### config.mk
export PLATFORM = sky130hd
export DESIGN_NAME = ufc_core
export DESIGN_NICKNAME = d
export VERILOG_FILES = /design/src/ufc_pkg.sv /design/src/ufc_buf.sv /design/src/ufc_core.sv
export VERILOG_INCLUDE_DIRS = /design/src
export SDC_FILE = /design/constraint.sdc
export NUM_CORES = 1
export LEC_CHECK = 0
export BUFFER_PORTS_ARGS = -buffer_cell sky130_fd_sc_hd__buf_4
export CAP_MARGIN = 30
export CORE_MARGIN = 10
export CORE_UTILIZATION = 35
export CTS_BUF_LIST = sky130_fd_sc_hd__clkbuf_4
export CTS_CLUSTER_DIAMETER = 100
export DETAILED_ROUTE_END_ITERATION = 16
export GPL_ROUTABILITY_DRIVEN = 0
export GPL_TIMING_DRIVEN = 1
export PLACE_DENSITY_LB_ADDON = 0.15
export SETUP_SLACK_MARGIN = 0.3
export SYNTH_ARGS = -nofsm -noshare
export SYNTH_HDL_FRONTEND = slang
export SYNTH_SLANG_ARGS = --single-unit
### constraint.sdc
create_clock -name core_clk -period 3.18 [get_ports core_clk]
set_input_delay 0.477 -clock core_clk [delete_from_list [all_inputs] [get_ports core_clk]]
set_output_delay 0.477 -clock core_clk [all_outputs]
set_load 0.02 [all_outputs]
### src/ufc_cfg.svh
/*
 * constants of the uart register control core: register offsets, field positions,
 * reset values and fifo, counter and buffer sizes.
 * assumes inclusion by bare name from the package and the design files.
 */
`ifndef UFC_CFG_SVH
`define UFC_CFG_SVH

`define UFC_OFF_ISR_FCR   3'h2
`define UFC_OFF_LCR       3'h3
`define UFC_OFF_THR       3'h0
`define UFC_OFF_TRG       3'h7

`define UFC_FCR_RESET     8'h00
`define UFC_LCR_RESET     8'h00
`define UFC_TRG_RESET     8'h01

`define UFC_FCR_EN        0
`define UFC_FCR_RXRST     1
`define UFC_FCR_TXRST     2
`define UFC_FCR_WAKE      3
`define UFC_FCR_TXT_LO    4
`define UFC_FCR_RXT_LO    6

`define UFC_FIFO_DEPTH    128
`define UFC_CNT_W         8
`define UFC_BUF_DEPTH     2

`endif

### src/ufc_pkg.sv
/*
 * types of the uart register control core.
 * assumes ufc_cfg.svh is on the include path.
 */
`include "ufc_cfg.svh"

package ufc_pkg;

    typedef enum logic [1:0] {
        UFC_TBL_A = 2'b00,
        UFC_TBL_B = 2'b01,
        UFC_TBL_C = 2'b10,
        UFC_TBL_D = 2'b11
    } ufc_table_t;

    typedef enum logic [1:0] {
        UFC_SEL_NONE = 2'b00,
        UFC_SEL_READ = 2'b01,
        UFC_SEL_WRITE = 2'b10
    } ufc_state_t;

    // register access request from the host bus front end
    typedef struct packed {
        logic       rd;
        logic       wr;
        logic [2:0] addr;
        logic [7:0] wdata;
    } ufc_req_t;

    // pending interrupt sources, from the rest of the uart
    typedef struct packed {
        logic lineStatus;
        logic rxTimeout;
        logic modemStatus;
        logic charMatch;
        logic flowPinRise;
        logic wakeUp;
        logic gpioPending;
    } ufc_src_t;

    // decoded line format
    typedef struct packed {
        logic [3:0] wordBits;
        logic       stopLong;
        logic       stopHalf;
        logic       parityEn;
        logic       parityVal;
        logic       parityForced;
        logic       parityEven;
    } ufc_fmt_t;

endpackage

### src/ufc_buf.sv
/*
 * two-entry buffer with valid and ready on both sides, holding read data.
 * assumes a single clock and synchronous active-high reset.
 */
`timescale 1ns/100ps
`include "ufc_cfg.svh"

module ufc_buf (
    input  wire logic       core_clk,
    input  wire logic       rst,
    input  wire logic       inValid,
    output logic            inReady,
    input  wire logic [7:0] inData,
    output logic            outValid,
    input  wire logic       outReady,
    output logic [7:0]      outData
);
    import ufc_pkg::*;

    logic [7:0] mem_r [`UFC_BUF_DEPTH];
    logic       wp_r;
    logic       rp_r;
    logic [1:0] cnt_r;
    wire        push = inValid && inReady;
    wire        pop  = outValid && outReady;

    assign inReady  = (cnt_r != 2'(`UFC_BUF_DEPTH));
    assign outValid = (cnt_r != 2'h0);
    assign outData  = mem_r[rp_r];

    always_ff @(posedge core_clk) begin
        if (push) begin
            mem_r[wp_r] <= inData;
        end
    end

    always_ff @(posedge core_clk) begin
        if (rst) begin
            wp_r  <= 1'b0;
            rp_r  <= 1'b0;
            cnt_r <= 2'h0;
        end else begin
            wp_r  <= wp_r ^ push;
            rp_r  <= rp_r ^ pop;
            cnt_r <= cnt_r + {1'b0, push} - {1'b0, pop};
        end
    end
endmodule // ufc_buf

### src/ufc_core.sv
/*
 * register control core of a uart: interrupt status, fifo control, line control.
 * assumes a host bus front end delivering one-cycle read and write strobes,
 * and uart datapath logic reporting fifo levels and interrupt sources.
 */
`timescale 1ns/100ps
`include "ufc_cfg.svh"

////////////////////////////////////////////////////////////////////////////////
// Notes on behaviour
// - status bit 0 low while an interrupt is pending, high otherwise
// - status bits 3:1 carry the highest pending source
// - priority codes: line, timeout, rx ready, tx ready, modem, match, flow
// - status read clears tx ready, char match and wake-up; data write clears tx ready only
// - bit 4 shows character match when enhanced functions are on
// - bit 5 shows flow pin rising edge when enhanced functions are on
// - bit 7 shows fifos enabled
// - bit 6 equals bit 7 unless a gpio interrupt is pending with gpioIntEnable set, then inverted
// - fifo control bit 0 enables fifos and gates every other bit
// - bit 1 pulses a receive fifo pointer reset
// - bit 2 pulses a transmit fifo pointer reset
// - bit 3 enables wake-up interrupt, only with enhanced functions
// - tx interrupt below trigger, or empty if reload never passed it or fifos are disabled
// - rx interrupt, with fifos enabled, once receive level reaches the selected trigger
// - with enhanced functions off, the receive trigger selection governs both directions
// - table a: receive 1,4,8,14; transmit 1
// - tables b and c give their fixed receive and transmit levels
// - table d takes levels from the programmable trigger register
// - line bits 1:0 select 5 to 8 data bits
// - line bit 2 selects one, one and half or two stop bits
// - line bit 3 enables parity generation and checking
// - line bit 4 picks odd at 0, even at 1
// - line bit 5 forces parity to the inverse of bit 4
module ufc_core (
    input  wire logic             core_clk,
    input  wire logic             rst,
    input  wire ufc_pkg::ufc_req_t req,
    output logic                  rdValid,
    input  wire logic             rdReady,
    output logic [7:0]            rdData,
    output logic                  reqReady,
    input  wire logic             enhancedEn,
    input  wire logic [1:0]       featureTable,
    input  wire logic             featureTrgTx,
    input  wire logic             gpioIntEnable,
    input  wire ufc_pkg::ufc_src_t src,
    input  wire logic [7:0]       rxLevel,
    input  wire logic [7:0]       txLevel,
    output logic                  rxFifoReset,
    output logic                  txFifoReset,
    output logic                  fifoEnable,
    output logic                  wakeIntEnable,
    output logic [7:0]            rxTrigger,
    output logic [7:0]            txTrigger,
    output logic                  rxReadyIrq,
    output logic                  txReadyIrq,
    output ufc_pkg::ufc_fmt_t     lineFormat
);
    import ufc_pkg::*;

    ////////////////////////////////////////////////////////////////////////////
    // decode

    logic [7:0] lineCtl_r;
    logic       fifoEn_r;
    logic       wakeEn_r;
    logic [1:0] rxSel_r;
    logic [1:0] txSel_r;
    logic [7:0] trgRx_r;
    logic [7:0] trgTx_r;
    logic       rxRst_r;
    logic       txRst_r;
    logic       txIrq_r;
    logic       matchIrq_r;
    logic       wakeIrq_r;
    logic       reloadOver_r;
    logic [7:0] txLevelPrev_r;
    ufc_state_t lastAcc_r;

    wire wrFcr = req.wr && (req.addr == `UFC_OFF_ISR_FCR) && reqReady;
    wire wrLcr = req.wr && (req.addr == `UFC_OFF_LCR);
    wire wrThr = req.wr && (req.addr == `UFC_OFF_THR);
    wire wrTrg = req.wr && (req.addr == `UFC_OFF_TRG);
    wire rdIsr = req.rd && (req.addr == `UFC_OFF_ISR_FCR) && reqReady;
    wire rdLcr = req.rd && (req.addr == `UFC_OFF_LCR);
    wire rdAny = req.rd && reqReady;

    wire fcrTakes = wrFcr && req.wdata[`UFC_FCR_EN];

    ////////////////////////////////////////////////////////////////////////////
    // trigger tables

    ufc_table_t tbl;
    assign tbl = ufc_table_t'(featureTable);

    wire [7:0] rxA = (rxSel_r == 2'h0) ? 8'h01 : (rxSel_r == 2'h1) ? 8'h04 :
                     (rxSel_r == 2'h2) ? 8'h08 : 8'h0E;
    wire [7:0] rxB = (rxSel_r == 2'h0) ? 8'h08 : (rxSel_r == 2'h1) ? 8'h10 :
                     (rxSel_r == 2'h2) ? 8'h18 : 8'h1C;
    wire [7:0] txB = (txSel_r == 2'h0) ? 8'h10 : (txSel_r == 2'h1) ? 8'h08 :
                     (txSel_r == 2'h2) ? 8'h18 : 8'h1E;
    wire [7:0] rxC = (rxSel_r == 2'h0) ? 8'h08 : (rxSel_r == 2'h1) ? 8'h10 :
                     (rxSel_r == 2'h2) ? 8'h38 : 8'h3C;
    wire [7:0] txC = (txSel_r == 2'h0) ? 8'h08 : (txSel_r == 2'h1) ? 8'h10 :
                     (txSel_r == 2'h2) ? 8'h20 : 8'h38;

    always_comb begin
        case (tbl)
            UFC_TBL_A: begin
                rxTrigger = rxA;
                txTrigger = 8'h01;
            end
            UFC_TBL_B: begin
                rxTrigger = rxB;
                txTrigger = txB;
            end
            UFC_TBL_C: begin
                rxTrigger = rxC;
                txTrigger = txC;
            end
            UFC_TBL_D: begin
                rxTrigger = trgRx_r;
                txTrigger = trgTx_r;
            end
            default: begin
                rxTrigger = rxA;
                txTrigger = 8'h01;
            end
        endcase
    end

    ////////////////////////////////////////////////////////////////////////////
    // interrupt generation

    assign rxReadyIrq = fifoEnable && (rxLevel >= rxTrigger);

    wire txFell  = (txLevel < txTrigger) && (txLevelPrev_r >= txTrigger);
    wire txEmpty = (txLevel == 8'h00) && (txLevelPrev_r != 8'h00) && !reloadOver_r;
    wire txEvent = fifoEnable ? (txFell || txEmpty) : (txEmpty || txFell);
    wire txNoFifoEmpty = !fifoEnable && (txLevel == 8'h00) && (txLevelPrev_r != 8'h00);

    assign txReadyIrq = txIrq_r;

    wire txIrqClr = rdIsr || wrThr;

    assign wakeIntEnable = wakeEn_r && enhancedEn;

    ////////////////////////////////////////////////////////////////////////////
    // status read value

    logic [5:0] srcCode;
    always_comb begin
        if (src.lineStatus) begin
            srcCode = 6'h06;
        end else if (src.rxTimeout) begin
            srcCode = 6'h0C;
        end else if (rxReadyIrq) begin
            srcCode = 6'h04;
        end else if (txIrq_r) begin
            srcCode = 6'h02;
        end else if (src.modemStatus) begin
            srcCode = 6'h00;
        end else if (matchIrq_r && enhancedEn) begin
            srcCode = 6'h10;
        end else if (src.flowPinRise && enhancedEn) begin
            srcCode = 6'h20;
        end else begin
            srcCode = 6'h01;
        end
    end

    wire [7:0] isrValue = {
        fifoEnable ^ (src.gpioPending && gpioIntEnable),
        fifoEnable,
        srcCode
    };
    wire [7:0] isrRead = {isrValue[6], isrValue[7], isrValue[5:0]};

    wire [7:0] rdSel = rdIsr ? isrRead : rdLcr ? lineCtl_r : 8'h00;

    // reads queue through the buffer so a stalled reader loses nothing
    logic bufInReady;
    assign reqReady = bufInReady;

    ufc_buf u_buf (
        .core_clk (core_clk),
        .rst      (rst),
        .inValid  (rdAny),
        .inReady  (bufInReady),
        .inData   (rdSel),
        .outValid (rdValid),
        .outReady (rdReady),
        .outData  (rdData)
    );

    ////////////////////////////////////////////////////////////////////////////
    // line format

    assign lineFormat.wordBits = 4'h5 + {2'h0, lineCtl_r[1:0]};
    assign lineFormat.stopLong = lineCtl_r[2];
    assign lineFormat.stopHalf = lineCtl_r[2] && (lineCtl_r[1:0] == 2'h0);
    assign lineFormat.parityEn = lineCtl_r[3];
    assign lineFormat.parityEven = lineCtl_r[3] && !lineCtl_r[5] && lineCtl_r[4];
    assign lineFormat.parityForced = lineCtl_r[3] && lineCtl_r[5];
    assign lineFormat.parityVal = !lineCtl_r[4];

    assign fifoEnable  = fifoEn_r;
    assign rxFifoReset = rxRst_r;
    assign txFifoReset = txRst_r;

    ////////////////////////////////////////////////////////////////////////////
    // registers

    always_ff @(posedge core_clk) begin
        if (rst) begin
            lineCtl_r <= `UFC_LCR_RESET;
            fifoEn_r  <= 1'b0;
            wakeEn_r  <= 1'b0;
            rxSel_r   <= 2'h0;
            txSel_r   <= 2'h0;
            trgRx_r   <= `UFC_TRG_RESET;
            trgTx_r   <= `UFC_TRG_RESET;
            lastAcc_r <= UFC_SEL_NONE;
        end else begin
            if (wrLcr) begin
                lineCtl_r <= req.wdata;
            end
            if (wrFcr) begin
                fifoEn_r <= req.wdata[`UFC_FCR_EN];
            end
            if (fcrTakes) begin
                wakeEn_r <= req.wdata[`UFC_FCR_WAKE];
                rxSel_r  <= req.wdata[`UFC_FCR_RXT_LO +: 2];
                if (enhancedEn) begin
                    txSel_r <= req.wdata[`UFC_FCR_TXT_LO +: 2];
                end else begin
                    txSel_r <= req.wdata[`UFC_FCR_RXT_LO +: 2];
                end
            end
            if (wrTrg && featureTrgTx) begin
                trgTx_r <= req.wdata;
            end
            if (wrTrg && !featureTrgTx) begin
                trgRx_r <= req.wdata;
            end
            lastAcc_r <= rdAny ? UFC_SEL_READ : req.wr ? UFC_SEL_WRITE : UFC_SEL_NONE;
        end
    end

    always_ff @(posedge core_clk) begin
        if (rst) begin
            rxRst_r <= 1'b0;
            txRst_r <= 1'b0;
        end else begin
            rxRst_r <= fcrTakes && req.wdata[`UFC_FCR_RXRST];
            txRst_r <= fcrTakes && req.wdata[`UFC_FCR_TXRST];
        end
    end

    always_ff @(posedge core_clk) begin
        if (rst) begin
            txIrq_r       <= 1'b0;
            matchIrq_r    <= 1'b0;
            wakeIrq_r     <= 1'b0;
            reloadOver_r  <= 1'b0;
            txLevelPrev_r <= 8'h00;
        end else begin
            txLevelPrev_r <= txLevel;
            if (txLevel > txTrigger) begin
                reloadOver_r <= 1'b1;
            end else if (txLevel == 8'h00) begin
                reloadOver_r <= 1'b0;
            end
            // set wins over clear
            // status read clears
            txIrq_r    <= (txEvent || txNoFifoEmpty) || (txIrq_r && !txIrqClr);
            matchIrq_r <= src.charMatch || (matchIrq_r && !rdIsr);
            wakeIrq_r  <= (src.wakeUp && wakeIntEnable) || (wakeIrq_r && !rdIsr);
        end
    end
endmodule // ufc_core

==> summary.md, run 1 <==
The flow ran to the end, and the final reports show no timing, DRC or antenna violations. The number of buffers between clock root and the deepest sink was 2. Headroom to the max-slew limit came out at 61.6%. The run gives 4 as the number of optimization iterations in the first detailed-route pass. The via count of the first global-routing pass is 2884.

Dividing the detail-routed wire length by the instance count gives 15.6 µm. For this run, design rule violations remaining after detail routing come to 0. Setup repair after global routing left no endpoint under its margin. Compared with the post-synthesis result, the final layout area differs by 26.1%.

The detailed router finished its first iteration with 102 violations. Counting the buffers created by CTS gives 9. For this block, the via count after detailed routing is 2779. The HPWL after detailed placement was 7170 µm. The tools report the final-layout setup total negative slack as 0 ns. In the synthesized netlist, the number of instances is 365. After synthesis the netlist holds a flip-flop and latch count of 63.

After clock tree synthesis, the clock-pin slew on the worst setup and hold paths is 0.10 ns. In this run the mean area of a mapped cell was 9.35 µm². The max-capacitance violation count came out at 0. The clock drives 63 sinks.

TritonCTS built the clock tree. The count of standard-cell rows came out at 35. The post-route minimum period is 2.76 ns, and the power per unit of standard cell area is 461 nW/µm². STA classifies the critical path startpoint as a register. The highest net fanout along the worst path works out to 6. The tools report the power dissipated by switching net loads as 0.603 mW.

Power comes to 1.98 mW. For this run, the post-layout net count is 526. The post-synthesis instance area was 3410 µm². In this run the standard cell core region covers 9370 µm². The tools report the arrival time at the worst endpoint as 2.29 ns.

The maximum number of pins on one net before global-route repair was 48. The starting density of the core is 36.4%. The worst setup path is of the reg -> out kind.

The worst setup path is captured at an output pin. The layout has 960 filler cells. The global-route usage over all layers came out at 12.8%. The net switching share of the total power was 30.4%; the final cycle utilization of the critical path was 86.9%. The final count of hold timing violations is 0, and the number of vias per cell after detailed routing is 4.77. CTS built an H-tree with a depth of 3.

The detail route stage leaves a number of antenna-violating nets equal to 0. On the final layout, the worst clock skew is 0.0167 ns. In this run the tool buffered the top-level ports with 84 buffer cells.

The tools report the maximum vdd ir drop as 0.189 mV. Sequential cells were found to cover 41.7% of the synthesized design area. Overall overflow remaining after global route: 0. Worst hold path class: in -> reg. Cell internal power was estimated by the tool at 1.38 mW. The initial antenna violation count is 0, and the required time reported for the critical path endpoint is 2.70 ns. During I/O placement, the number of pins put on the boundary was 86. In the synthesized netlist the dominant register cell turns out to be sky130_fd_sc_hd__dfxtp_1. Derived from the worst setup path, the maximum achievable clock frequency is 0.362 GHz. Die area: 14100 µm². The die is 119 µm wide. The die is 119 µm tall. The Yosys warning count is 0, and the fraction of registers with async set/reset is 0%. The number of inserted diodes is 0, and the final setup violation count is 0.

Wires add up to 9070 µm. At the later pin of the worst-skew pair, clock insertion delay measures 0.41 ns. The first global-routing pass estimated 14700 µm of wire. The CTS root buffer is sky130_fd_sc_hd__clkbuf_4.

In this run, flip-flops and latches consume 47.2% of the power. When the netlist entered floorplanning its net count stood at 443. For the pin with the worst max-slew slack, the measured transition is 0.576 ns. The distinct cell type count of the synthesized netlist was 48; the combinational share of power was 25.6%. Final number of max-transition violations: 0. The proportion of power drawn by the clock network was 27.2%. The ratio of cells with drive above 1 in the final layout is 25.8%, and the number of enable-type register cells in the synthesized netlist is 16. Buffers added to address setup during post-CTS repair amount to 0. For the leakage power, the log shows 1.98 nW.
-- path summary, 6_finish.rpt --
check	from	endpoint	slack, ns	cells after the start
max	rxSel_r[1]	rxReadyIrq	0.42	7
min	txLevel[7]	txLevelPrev_r[7]	0.29	2
max reg2reg	txSel_r[0]	txReadyIrq	0.79	10
min reg2reg	lineCtl_r[7]	lineCtl_r[7]	0.47	2
-- flip-flops by register name, summed over array words and instances (netlist names), 2 cells and up --
| name | flops |
|---|---|
| rxSel_r | 2 |
| u_buf.mem_r | 16 |
| lineCtl_r | 8 |
| u_buf.cnt_r | 2 |
| trgRx_r | 8 |
| txLevelPrev_r | 8 |
| txSel_r | 2 |
| trgTx_r | 8 |
-- logic make-up (layout without fill, tap and decap cells) --
| group | Yosys count | in the layout | synth area share [%] |
|---|---|---|---|
| xor gates and xnor gates | 5 | 5 | 1.28 |
| AOI/OAI and AO/OA | 63 | 63 | 12.7 |
| buffers and inverters | 43 | 131 | 4.99 |
| and+or+nand+nor | 131 | 131 | 19.0 |
| DFF | 63 | 63 | 41.7 |
| adders and majority gates | 34 | 34 | 12.5 |
| muxes | 26 | 26 | 7.96 |
-- cell usage after synthesis, types with 5 or more instances --
cell,number,area [µm²]
sky130_fd_sc_hd__nor2b_1,13,81.3
sky130_fd_sc_hd__nand2_1,46,173
sky130_fd_sc_hd__nor2_1,31,116
sky130_fd_sc_hd__ha_1,34,425
sky130_fd_sc_hd__a22o_1,5,43.8
sky130_fd_sc_hd__inv_1,31,116
sky130_fd_sc_hd__edfxtp_1,16,480
sky130_fd_sc_hd__a21oi_1,19,95.1
sky130_fd_sc_hd__o21ai_0,9,45.0
sky130_fd_sc_hd__mux2_2,9,101
sky130_fd_sc_hd__nand2b_1,7,43.8
sky130_fd_sc_hd__mux2i_1,17,170
sky130_fd_sc_hd__and2_1,9,56.3
sky130_fd_sc_hd__clkbuf_1,6,22.5
sky130_fd_sc_hd__dfxtp_1,47,941
-- power by group through the flow --
stage          Clock, mW  Combinational, mW  Sequential [mW]
2_1_floorplan          0              0.331            0.933
3_3_place_gp           0              0.506            0.955
3_5_place_dp           0              0.514            0.957
4_1_cts            0.556              0.518            0.938
5_1_grt            0.592              0.570            0.945
6_report           0.540              0.508            0.935
-- metrics by stage --
step	worst slack [ns]	hold WS [ns]	area, µm²	utilization (%)	std cells
final	0.417	0.292	4300	45.9	582
after global routing	0.306	0.285	4300	45.9	582
after CTS	0.304	0.275	4290	45.8	582
after detailed placement	0.257	0.456	4150	44.3	566
after global placement	0.283	0.455	4150	44.3	566
after floorplan	0.421	0.436	3410	-	365
-- area by class of cell --
cell class | count | area (µm²) | area share, %
Clock buffer | 10 | 75.1 | 1.74
Sequential cell | 63 | 1430 | 33.1
Timing Repair Buffer | 84 | 631 | 14.7
Inverter | 31 | 116 | 2.70
Multi-Input combinational cell | 259 | 1830 | 42.6
Clock inverter | 6 | 61.3 | 1.42
Tap cell | 129 | 161 | 3.75
-- per-layer routing --
metal	global-route usage [%]	wire length (µm)
met5	0	0
met4	3.89	113
met3	3.76	376
met2	22.0	4400
met1	15.0	4180
-- worst max-delay path: stages (launching register included) --
cell,delay [ns]
sky130_fd_sc_hd__dfxtp_4,0.37
sky130_fd_sc_hd__mux2_2,0.25
sky130_fd_sc_hd__nand2_1,0.10
sky130_fd_sc_hd__ha_1,0.23
sky130_fd_sc_hd__and3_1,0.18
sky130_fd_sc_hd__a221o_1,0.33
sky130_fd_sc_hd__a22o_4,0.26
sky130_fd_sc_hd__buf_4,0.16
-- cells in the final DEF, fill, tap and decap left out, types with 3 or more instances in the layout --
cell	count
sky130_fd_sc_hd__a211oi_1	4
sky130_fd_sc_hd__a21o_1	3
sky130_fd_sc_hd__nor4_1	3
sky130_fd_sc_hd__and2_1	8
sky130_fd_sc_hd__inv_1	31
sky130_fd_sc_hd__clkbuf_4	10
sky130_fd_sc_hd__o21a_1	4
sky130_fd_sc_hd__nor2_1	30
sky130_fd_sc_hd__buf_4	84
sky130_fd_sc_hd__a22o_1	4
sky130_fd_sc_hd__nand2b_1	7
sky130_fd_sc_hd__nor2_2	3
sky130_fd_sc_hd__dfxtp_1	46
sky130_fd_sc_hd__xnor2_1	4
sky130_fd_sc_hd__nand4_1	4
sky130_fd_sc_hd__nand2_1	46
sky130_fd_sc_hd__nor2b_1	13
sky130_fd_sc_hd__nand3_1	4
sky130_fd_sc_hd__o21ai_0	9
sky130_fd_sc_hd__mux2i_1	17
sky130_fd_sc_hd__o31ai_1	3
sky130_fd_sc_hd__a21oi_1	19
sky130_fd_sc_hd__mux2_2	9
sky130_fd_sc_hd__o22ai_1	3
sky130_fd_sc_hd__ha_1	34
sky130_fd_sc_hd__edfxtp_1	16
-- repair_timing --
item                                    4_1_cts  5_1_grt
gates cloned                                  0        0
pin swaps                                     0        1
endpoints found under the setup margin        1        1
hold buffers                                  0        0
resized for setup                             1        5
hold endpoints to repair                      0        0
Note: power is estimated with default switching activity, not from simulation.
==> run 2: changes to the inputs <==
--- a/config.mk
+++ b/config.mk
@@ -19,4 +19,5 @@
 export SETUP_SLACK_MARGIN = 0.3
 export SYNTH_ARGS = -nofsm -noshare
 export SYNTH_HDL_FRONTEND = slang
+export SYNTH_HIERARCHICAL = 1
 export SYNTH_SLANG_ARGS = --single-unit
==> run 2 against run 1 <==
Clock skew shrank 0.0054 ns. Routed wire length grew 1.9%. Die area increased by 1.5%. Clock power rose by 14%. Global-route usage about the same. Sequential share of layout area decreased by 0.62 points. Worst hold slack gained 0.015 ns. Sequential cell count did not move. Clock-buffer cell count grew 1. Setup slack better by 0.037 ns. Synthesized cell count increased by 2.2%.
==> summary.md, run 2 <==
The HPWL after detailed placement is 7240 µm (was 7170 µm). The final cycle utilization of the critical path came out at 85.7% (was 86.9%). The overall via count from detail_route was 2891 (was 2779); the post-route minimum period was 2.73 ns (was 2.76 ns). The flip-flop and latch count after synthesis is 63 (unchanged), and the share of total power in sequential cells is 45.4% (was 47.2%). The global-route usage over all layers is 12.8% (about the same).

The ratio of cells with drive above 1 in the final layout was 26.0% (was 25.8%). The tools report the number of H-tree levels as 3 (unchanged). The most common cell after layout, fill and taps aside was sky130_fd_sc_hd__buf_4 (unchanged). The maximum vdd ir drop is 0.197 mV (was 0.189 mV). The tools report the max-capacitance violation count as 0 (unchanged). Worst setup path category: in -> out (was reg -> out).

The logs give 2.70 ns (about the same) for the required time reported for the critical path endpoint and 0.0113 ns (was 0.0167 ns) for the maximum clock skew at final layout. The final net count came out at 532 (was 526). The chip height came out at 120 µm (was 119 µm). The starting density of the core was 35.7% (was 36.4%); the internal cell power was 1.49 mW (was 1.38 mW).

The number of enable-type register cells in the synthesized netlist is 16 (unchanged), and the power dissipated by switching net loads is 0.619 mW (was 0.603 mW). The tools report the number of optimization iterations in the first detailed-route pass as 5 (was 4). Cells taking the most area after synthesis: sky130_fd_sc_hd__dfxtp_1 (27%), sky130_fd_sc_hd__edfxtp_1 (14%), sky130_fd_sc_hd__ha_1 (12%) (was sky130_fd_sc_hd__dfxtp_1 (28%), sky130_fd_sc_hd__edfxtp_1 (14%), sky130_fd_sc_hd__ha_1 (12%)). Total routed wirelength: 9230 µm (was 9070 µm). The die span in x was 120 µm (was 119 µm).

Top cells by count, synth: sky130_fd_sc_hd__dfxtp_1 (47), sky130_fd_sc_hd__nand2_1 (47), sky130_fd_sc_hd__ha_1 (32), sky130_fd_sc_hd__nor2_1 (32), sky130_fd_sc_hd__inv_1 (27) (was sky130_fd_sc_hd__dfxtp_1 (47), sky130_fd_sc_hd__nand2_1 (46), sky130_fd_sc_hd__ha_1 (34)). The final setup violation count was 0 (unchanged). Startpoint type of the worst setup path: an input pin (was a register). The number of setup buffers added after CTS is 0 (unchanged).

For the overall overflow remaining after global route, the log shows 0 (unchanged). The layout overhead on the synthesized area works out to 25.9% (was 26.1%). The timing-limited maximum frequency was 0.367 GHz (was 0.362 GHz); the placeable core area was 9730 µm² (was 9370 µm²). Average wire per cell in the routed design: 15.5 µm (was 15.6 µm).

The highest net fanout along the worst path is 13 (was 6). Sequential cell area fraction in the yosys report: 40.9% (was 41.7%). The tools report the proportion of power drawn by the clock network as 29.1% (was 27.2%). The CTS root buffer was sky130_fd_sc_hd__clkbuf_4 (unchanged).

The number of buffers inserted by port buffering was 84 (unchanged). The Yosys warning count is 6 (was 0), and the die area is 14300 µm² (was 14100 µm²). Cell Chain, Critical Path: buf_4 > nor2_1 > a21o_1 > nand2_1 > and2_1 > ha_1 > o21ai_0 > o21ai_1 > a22o_1 > buf_4 (was mux2_2 > nand2_1 > ha_1 > and3_1 > a221o_1 > a22o_4 > buf_4). End point of the most critical hold path: txLevelPrev_r[6] (was txLevelPrev_r[7]). The global-route wire length before repair came out at 15000 µm (was 14700 µm). The run gives 3470 µm² (was 3410 µm²) as the post-synthesis instance area.

The relative slew slack was 65.3% (was 61.6%); the combinational share of power was 25.4% (was 25.6%). The count of standard-cell rows came out at 36 (was 35). The reg-to-reg setup timing slack was 0.71 ns (was 0.79 ns). The area of the multi-input gates was 1890 µm² (was 1830 µm²).

For the clock network latency to the later pin of the worst-skew pair, the log shows 0.39 ns (was 0.41 ns). The run gives 578 (was 566) as the number of cells after detailed placement. The CTS buffer count is 9 (unchanged).

The worst stage delay on the critical path was 0.31 ns (was 0.37 ns); the register cell area after layout was 1420 µm² (was 1430 µm²). TritonCTS built the clock tree. DRC violation count after routing: 0 (unchanged).

The fraction of registers with async set/reset is 0% (unchanged), and the number of buffers between clock root and the deepest sink is 2 (unchanged). Clock slew at the register clock pins of the worst setup and hold paths: 0.11 ns (was 0.10 ns). Leading cell types in the layout, fill and taps excluded: sky130_fd_sc_hd__buf_4 (85), sky130_fd_sc_hd__nand2_1 (47), sky130_fd_sc_hd__dfxtp_1 (47) (was sky130_fd_sc_hd__buf_4 (84), sky130_fd_sc_hd__nand2_1 (46), sky130_fd_sc_hd__dfxtp_1 (46)).

The actual transition at the worst max-transition pin was 0.521 ns (was 0.576 ns); the post-synthesis net count was 449 (was 443). The arrival time at the worst endpoint is 2.25 ns (was 2.29 ns). The worst reg2reg path startpoint was rxSel_r[1] (was txSel_r[0]). Area of placed instances: 4220 µm² (was 4150 µm²). The number of antenna-violating nets in the routed design was 0 (unchanged).

The run finished with clean final reports. Most common flop cell mapped by yosys: sky130_fd_sc_hd__dfxtp_1 (unchanged). Number of cells produced by synthesis: 373 (was 365). Setup repair after global routing left no endpoint under its margin.

The run gives 0 (unchanged) as the final count of hold timing violations. Worst-case setup slack after placement: 0.240 ns (was 0.257 ns). The distinct cell type count of the synthesized netlist was 60 (was 48); the final number of max-transition violations was 0 (unchanged). The power per unit of standard cell area is 482 nW/µm² (was 461 nW/µm²).

The average footprint of a synthesized cell was 9.32 µm² (was 9.35 µm²); the total non-filler cell area in the finished layout was 4370 µm² (was 4300 µm²). For the post-layout total power, the log shows 2.11 mW (was 1.98 mW). The tools report the via count of the first global-routing pass as 2964 (was 2884).

The run gives 117 (was 102) as the DRC marker count from the first detailed-route iteration. Leading area contributor after synthesis: sky130_fd_sc_hd__dfxtp_1 (unchanged). The post-layout instance count excluding filler cells came out at 594 (was 582).

For the maximum number of pins on one net before global-route repair, the log shows 50 (was 48). For the final worst setup slack, the log shows 0.453 ns (was 0.417 ns). The initial antenna violation count is 0 (unchanged). The register ranked first by flip-flop count is u_buf/mem_r (was u_buf.mem_r). For the clock sink count, the log shows 63 (unchanged).

The number of flip-flops in the largest register came out at 16 (unchanged). Counting stages on the worst path, the most repeated cell is sky130_fd_sc_hd__buf_4. The net switching share of the total power works out to 29.4% (was 30.4%). The tools report the number of inserted diodes as 0 (unchanged). The run gives 86 (unchanged) as the number of ports placed on the die boundary. Cell at the slowest stage of the critical path: sky130_fd_sc_hd__nor2_1 (was sky130_fd_sc_hd__dfxtp_4). The depth of the most critical reg-to-reg path works out to 8 (was 10). The worst hold path class was in -> reg (unchanged). Fill cell total of the finished layout: 1002 (was 960). The number of instances on the worst hold path is 2 (unchanged), and the number of vias per cell after detailed routing is 4.87 (was 4.77). The final-layout setup total negative slack is 0 ns (unchanged), and the proportion of netlist area held by the largest area contributor is 27.1% (was 27.6%). The start point of the worst hold path is txLevel[6] (was txLevel[7]). The leakage power was 1.97 nW (was 1.98 nW). The kind of end point of the critical path was an output pin (unchanged). The endpoint of the most critical register-to-register path is u_buf/mem_r[1][5] (was txReadyIrq).
[run 2: changes by cell type after synthesis, sizes merged, moves of 3 or more]
cell    change
nand3       +6
inv         -4
a211oi      +3
and3        +3
nor3b       +3
xnor2       -3
[run 2: worst max-delay path by stage]
stage / from / to / cells after the start
6_report: featureTable[0] / rxReadyIrq / 10
2_1_floorplan: featureTable[1] / u_buf/mem_r[0][5] / 10
3_5_place_dp: featureTable[1] / u_buf/mem_r[0][5] / 9
3_3_place_gp: featureTable[1] / u_buf/mem_r[0][5] / 10
4_1_cts: featureTable[1] / rxReadyIrq / 9
5_1_grt: featureTable[0] / rxReadyIrq / 10
[run 2: cell type report]
class | instances | share of cell area, %
clock buffers | 11 | 1.89
flip-flops and latches | 63 | 32.5
multi-input cells | 270 | 43.2
repair buffers | 85 | 14.6
well taps | 133 | 3.81
inverters | 27 | 2.32
clock inverters | 5 | 1.66
[run 2: metal layers]
metal  up-vias  track usage (%)  wire length (µm)
li1       1477                -                 -
met4         0             4.83               173
met5         -                0                 0
met1      1320             16.7              4540
met3        13             3.52               519
met2        81             19.6              4010
[run 2: through the flow]
step / hold slack, ns / util (%)
after CTS: 0.283 / 44.9
final: 0.307 / 44.9
after global routing: 0.288 / 44.9
after global placement: 0.450 / 43.3
after detailed placement: 0.447 / 43.3
after floorplan: 0.436 / -
[run 2: power groups by stage]
stage	combinational [mW]	sequential [mW]	clock, mW
final	0.536	0.957	0.614
after global routing	0.591	0.968	0.670
after CTS	0.545	0.958	0.634
after detailed placement	0.542	0.977	0
after global placement	0.534	0.974	0
after floorplan	0.348	0.950	0
[run 2: what timing repair did]
item / in CTS / in global routing
endpoints found under the setup margin: 0 / 1
hold buffers: 0 / 0
resized for setup: 0 / 1
[run 2: critical path, delay by kind of cell]
family | cells | cell delay, ns
fa+ha+maj | 1 | 0.27
compound gates | 4 | 0.62
buf+inv | 2 | 0.36
simple gates | 3 | 0.51
[run 2: cells by family after synthesis]
group	synth area share, %
buffers and inverters	4.72
muxes	8.14
AOI/OAI and AO/OA	12.4
DFF	40.9
xor gates and xnor gates	0.756
and+or+nand+nor	21.5
adders and majority gates	11.5
==> run 3: changes to the inputs <==
--- a/config.mk
+++ b/config.mk
@@ -8,7 +8,6 @@
 export LEC_CHECK = 0
 export BUFFER_PORTS_ARGS = -buffer_cell sky130_fd_sc_hd__buf_4
 export CAP_MARGIN = 30
-export CORE_MARGIN = 10
 export CORE_UTILIZATION = 35
 export CTS_BUF_LIST = sky130_fd_sc_hd__clkbuf_4
 export CTS_CLUSTER_DIAMETER = 100
@@ -17,7 +16,7 @@
 export GPL_TIMING_DRIVEN = 1
 export PLACE_DENSITY_LB_ADDON = 0.15
 export SETUP_SLACK_MARGIN = 0.3
+export SKIP_LAST_GASP = 1
 export SYNTH_ARGS = -nofsm -noshare
 export SYNTH_HDL_FRONTEND = slang
-export SYNTH_HIERARCHICAL = 1
 export SYNTH_SLANG_ARGS = --single-unit
==> run 3 against run 2 <==
Sequential power down 2.3%. Clock power fell by 13%. Sequential cell count stayed put. Non-clock buffer count shrank 1. Routed wire length decreased by 9.9%. Sequential share of layout area rose by 0.63 points. Combinational power fell by 6.0%. First-iteration DRC count fell by 18%. Power is 6.4% lower. Die area decreased by 29%.
==> summary.md, run 3 (same netlist as run 1, synthesis figures left out) <==
The run finished with clean final reports. The number of instances on the worst hold path came out at 2 (unchanged). The buffering stage count on the worst path with inverters included was 1 (was 2); the highest net fanout along the worst path was 6 (was 13).

The global-route wire length before repair came out at 13300 µm (was 15000 µm). Leading cell types in the layout, fill and taps excluded: sky130_fd_sc_hd__buf_4 (84), sky130_fd_sc_hd__nand2_1 (46), sky130_fd_sc_hd__dfxtp_1 (45) (was sky130_fd_sc_hd__buf_4 (85), sky130_fd_sc_hd__nand2_1 (47), sky130_fd_sc_hd__dfxtp_1 (47)). The tools report the final net count as 526 (was 532).

The tools report the count of standard-cell rows as 35 (was 36). The kind of cell adding the most delay to the critical path was compound AO/OA/AOI/OAI gates (unchanged). The logs give 0 (unchanged) for the final number of max-transition violations and 566 (was 578) for the number of cells after detailed placement. The number of inserted diodes came out at 0 (unchanged). For the maximum vdd ir drop, the log shows 0.336 mV (was 0.197 mV).

Worst setup path category: reg -> out (was in -> out). The number of ports placed on the die boundary is 86 (unchanged). The run gives 17.4% (was 12.8%) as the global-route usage over all layers. The overall via count from detail_route was 2853 (was 2891). The tools report the HPWL after detailed placement as 6360 µm (was 7240 µm).

Combinational share of power: 25.5% (was 25.4%). The post-route minimum period is 2.79 ns (was 2.73 ns), and the number of buffers inserted by port buffering is 84 (unchanged). The internal cell power was 1.39 mW (was 1.49 mW). The layout overhead on the synthesized area is 26.0% (was 25.9%), and the quantity of hold-fixing buffers added after cts is 0 (unchanged).

The tools report the power dissipated by switching net loads as 0.583 mW (was 0.619 mW). The startpoint type of the worst setup path was a register (was an input pin). The actual transition at the worst max-transition pin was 0.547 ns (was 0.521 ns); the maximum number of pins on one net before global-route repair was 48 (was 50). Cell at the slowest stage of the critical path: sky130_fd_sc_hd__dfxtp_2 (was sky130_fd_sc_hd__nor2_1). The tools report the endpoint of the most critical register-to-register path as txReadyIrq (was u_buf/mem_r[1][5]). Power per unit of standard cell area: 459 nW/µm² (was 482 nW/µm²). The relative slew slack is 63.2% (was 65.3%). Net switching share of the total power: 29.6% (was 29.4%). The starting density of the core is 36.6% (was 35.7%), and the reg-to-reg setup timing slack is 0.76 ns (was 0.71 ns). Cell Chain, Critical Path: mux2_2 > nand2_1 > ha_1 > and3_1 > a221o_1 > a22o_4 > buf_4 (was buf_4 > nor2_1 > a21o_1 > nand2_1 > and2_1 > ha_1 > o21ai_0 > o21ai_1 > a22o_1 > buf_4). For the leakage power, the log shows 1.99 nW (was 1.97 nW).

Worst hold path class: in -> reg (unchanged). The final cycle utilization of the critical path was 87.9% (was 85.7%). Max-capacitance violation count: 0 (unchanged). For the DRC violation count after routing, the log shows 0 (unchanged). The tools report the start point of the worst hold path as txLevel[6] (unchanged). The register ranked first by flip-flop count was u_buf.mem_r (was u_buf/mem_r). Chip height: 101 µm (was 120 µm). The number of vias per cell after detailed routing is 4.90 (was 4.87), and the ratio of cells with drive above 1 in the final layout is 26.0% (about the same). The initial antenna violation count was 0 (unchanged); the number of antenna-violating nets in the routed design was 0 (unchanged). The most common cell after layout, fill and taps aside is sky130_fd_sc_hd__buf_4 (unchanged). For the post-layout total power, the log shows 1.97 mW (was 2.11 mW). The run gives 2733 (was 2964) as the via count of the first global-routing pass.

The proportion of power drawn by the clock network was 27.0% (was 29.1%); the worst hold slack across all endpoints was 0.305 ns (was 0.307 ns). The tools report the DRC marker count from the first detailed-route iteration as 96 (was 117). Setup repair after global routing left no endpoint under its margin. For the timing-limited maximum frequency, the log shows 0.358 GHz (was 0.367 GHz).

The end point of the most critical hold path was txLevelPrev_r[6] (unchanged). The final setup violation count was 0 (unchanged). The clock network latency to the later pin of the worst-skew pair is 0.40 ns (was 0.39 ns). The post-layout instance count excluding filler cells came out at 582 (was 594).

The clock slew at the register clock pins of the worst setup and hold paths was 0.10 ns (was 0.11 ns). Worst stage delay on the critical path: 0.36 ns (was 0.31 ns). The tools report the number of H-tree levels as 3 (unchanged). Kind of end point of the critical path: an output pin (unchanged). The depth of the most critical reg-to-reg path works out to 10 (was 8). The number of setup buffers added after CTS was 0 (unchanged). Number of optimization iterations in the first detailed-route pass: 5 (unchanged). CTS root buffer: sky130_fd_sc_hd__clkbuf_4 (unchanged). The tools report the area of placed instances as 4150 µm² (was 4220 µm²). The clock sink count is 63 (unchanged). The worst reg2reg path startpoint was txSel_r[0] (was rxSel_r[1]). The die area was 10100 µm² (was 14300 µm²); the required time reported for the critical path endpoint was 2.70 ns (about the same). The logs give 0.0101 ns (was 0.0113 ns) for the maximum clock skew at final layout and 4300 µm² (was 4370 µm²) for the total non-filler cell area in the finished layout.

The logs give 0 ns (unchanged) for the final-layout setup total negative slack and 8320 µm (was 9230 µm) for the total routed wirelength. Placeable core area: 9330 µm² (was 9730 µm²). The tools report the CTS buffer count as 9 (unchanged). TritonCTS built the clock tree. The final count of hold timing violations is 0 (unchanged), and the overall overflow remaining after global route is 0 (unchanged). The arrival time at the worst endpoint was 2.32 ns (was 2.25 ns); the die span in x was 101 µm (was 120 µm). The number of flip-flops in the largest register is 16 (unchanged). The run gives 2 (unchanged) as the number of buffers between clock root and the deepest sink. The average wire per cell in the routed design was 14.3 µm (was 15.5 µm).

For the share of total power in sequential cells, the log shows 47.4% (was 45.4%).
run 3: changes by cell type in the layout (fill, tap and decap cells not counted), sizes merged, moves of 2 or more:
cell / previous run / this run
a211oi: 7 / 4
a22o: 3 / 5
a32oi: 2 / 0
and3: 4 / 1
ha: 32 / 34
inv: 27 / 31
nand3: 10 / 4
nor3: 2 / 0
nor3b: 4 / 1
o31ai: 2 / 4
xnor2: 1 / 4
run 3: worst max path at each step:
stage                                from                end  slack [ns]  depth (start not counted)
after floorplan           featureTable[0]  u_buf.mem_r[0][2]        0.42                          9
after global placement    featureTable[0]         rxReadyIrq        0.27                          8
after detailed placement  featureTable[0]         rxReadyIrq        0.24                          8
after CTS                      rxSel_r[1]         rxReadyIrq        0.32                          7
after global routing           rxSel_r[1]         rxReadyIrq        0.30                          7
final                          rxSel_r[1]         rxReadyIrq        0.39                          7
run 3: through the flow:
stage / util (%) / worst slack (ns)
final: 46.1 / 0.386
after global routing: 46.1 / 0.299
after CTS: 46.0 / 0.320
after detailed placement: 44.5 / 0.241
after global placement: 44.5 / 0.267
after floorplan: - / 0.421
run 3: repair_timing:
action                                  4_1_cts  5_1_grt
gates resized for setup                       2        4
endpoints found under the setup margin        1        1
endpoints found under the hold margin         0        0
run 3: per-layer routing:
metal,GRT usage [%],share of wire [%],up-vias,wire [µm]
met5,0,0,-,0
met4,5.80,1.2,0,102
met3,4.72,5.8,6,482
met2,29.7,49,68,4100
met1,21.2,44,1348,3640
li1,-,-,1431,-
run 3: layout make-up:
| class | count | area (µm²) |
|---|---|---|
| Timing Repair Buffer | 84 | 631 |
| Multi-Input combinational cell | 259 | 1830 |
| Clock buffer | 11 | 82.6 |
| Sequential cell | 63 | 1420 |
| Clock inverter | 5 | 51.3 |
| Fill cell | 945 | 5030 |
| Tap cell | 129 | 161 |
| Inverter | 31 | 116 |
run 3: power groups by stage:
stage          clock network [mW]  logic [mW]  registers, mW
2_1_floorplan                   0       0.331          0.933
4_1_cts                     0.557       0.510          0.938
5_1_grt                     0.585       0.555          0.945
3_3_place_gp                    0       0.499          0.955
6_report                    0.534       0.504          0.935
3_5_place_dp                    0       0.507          0.956
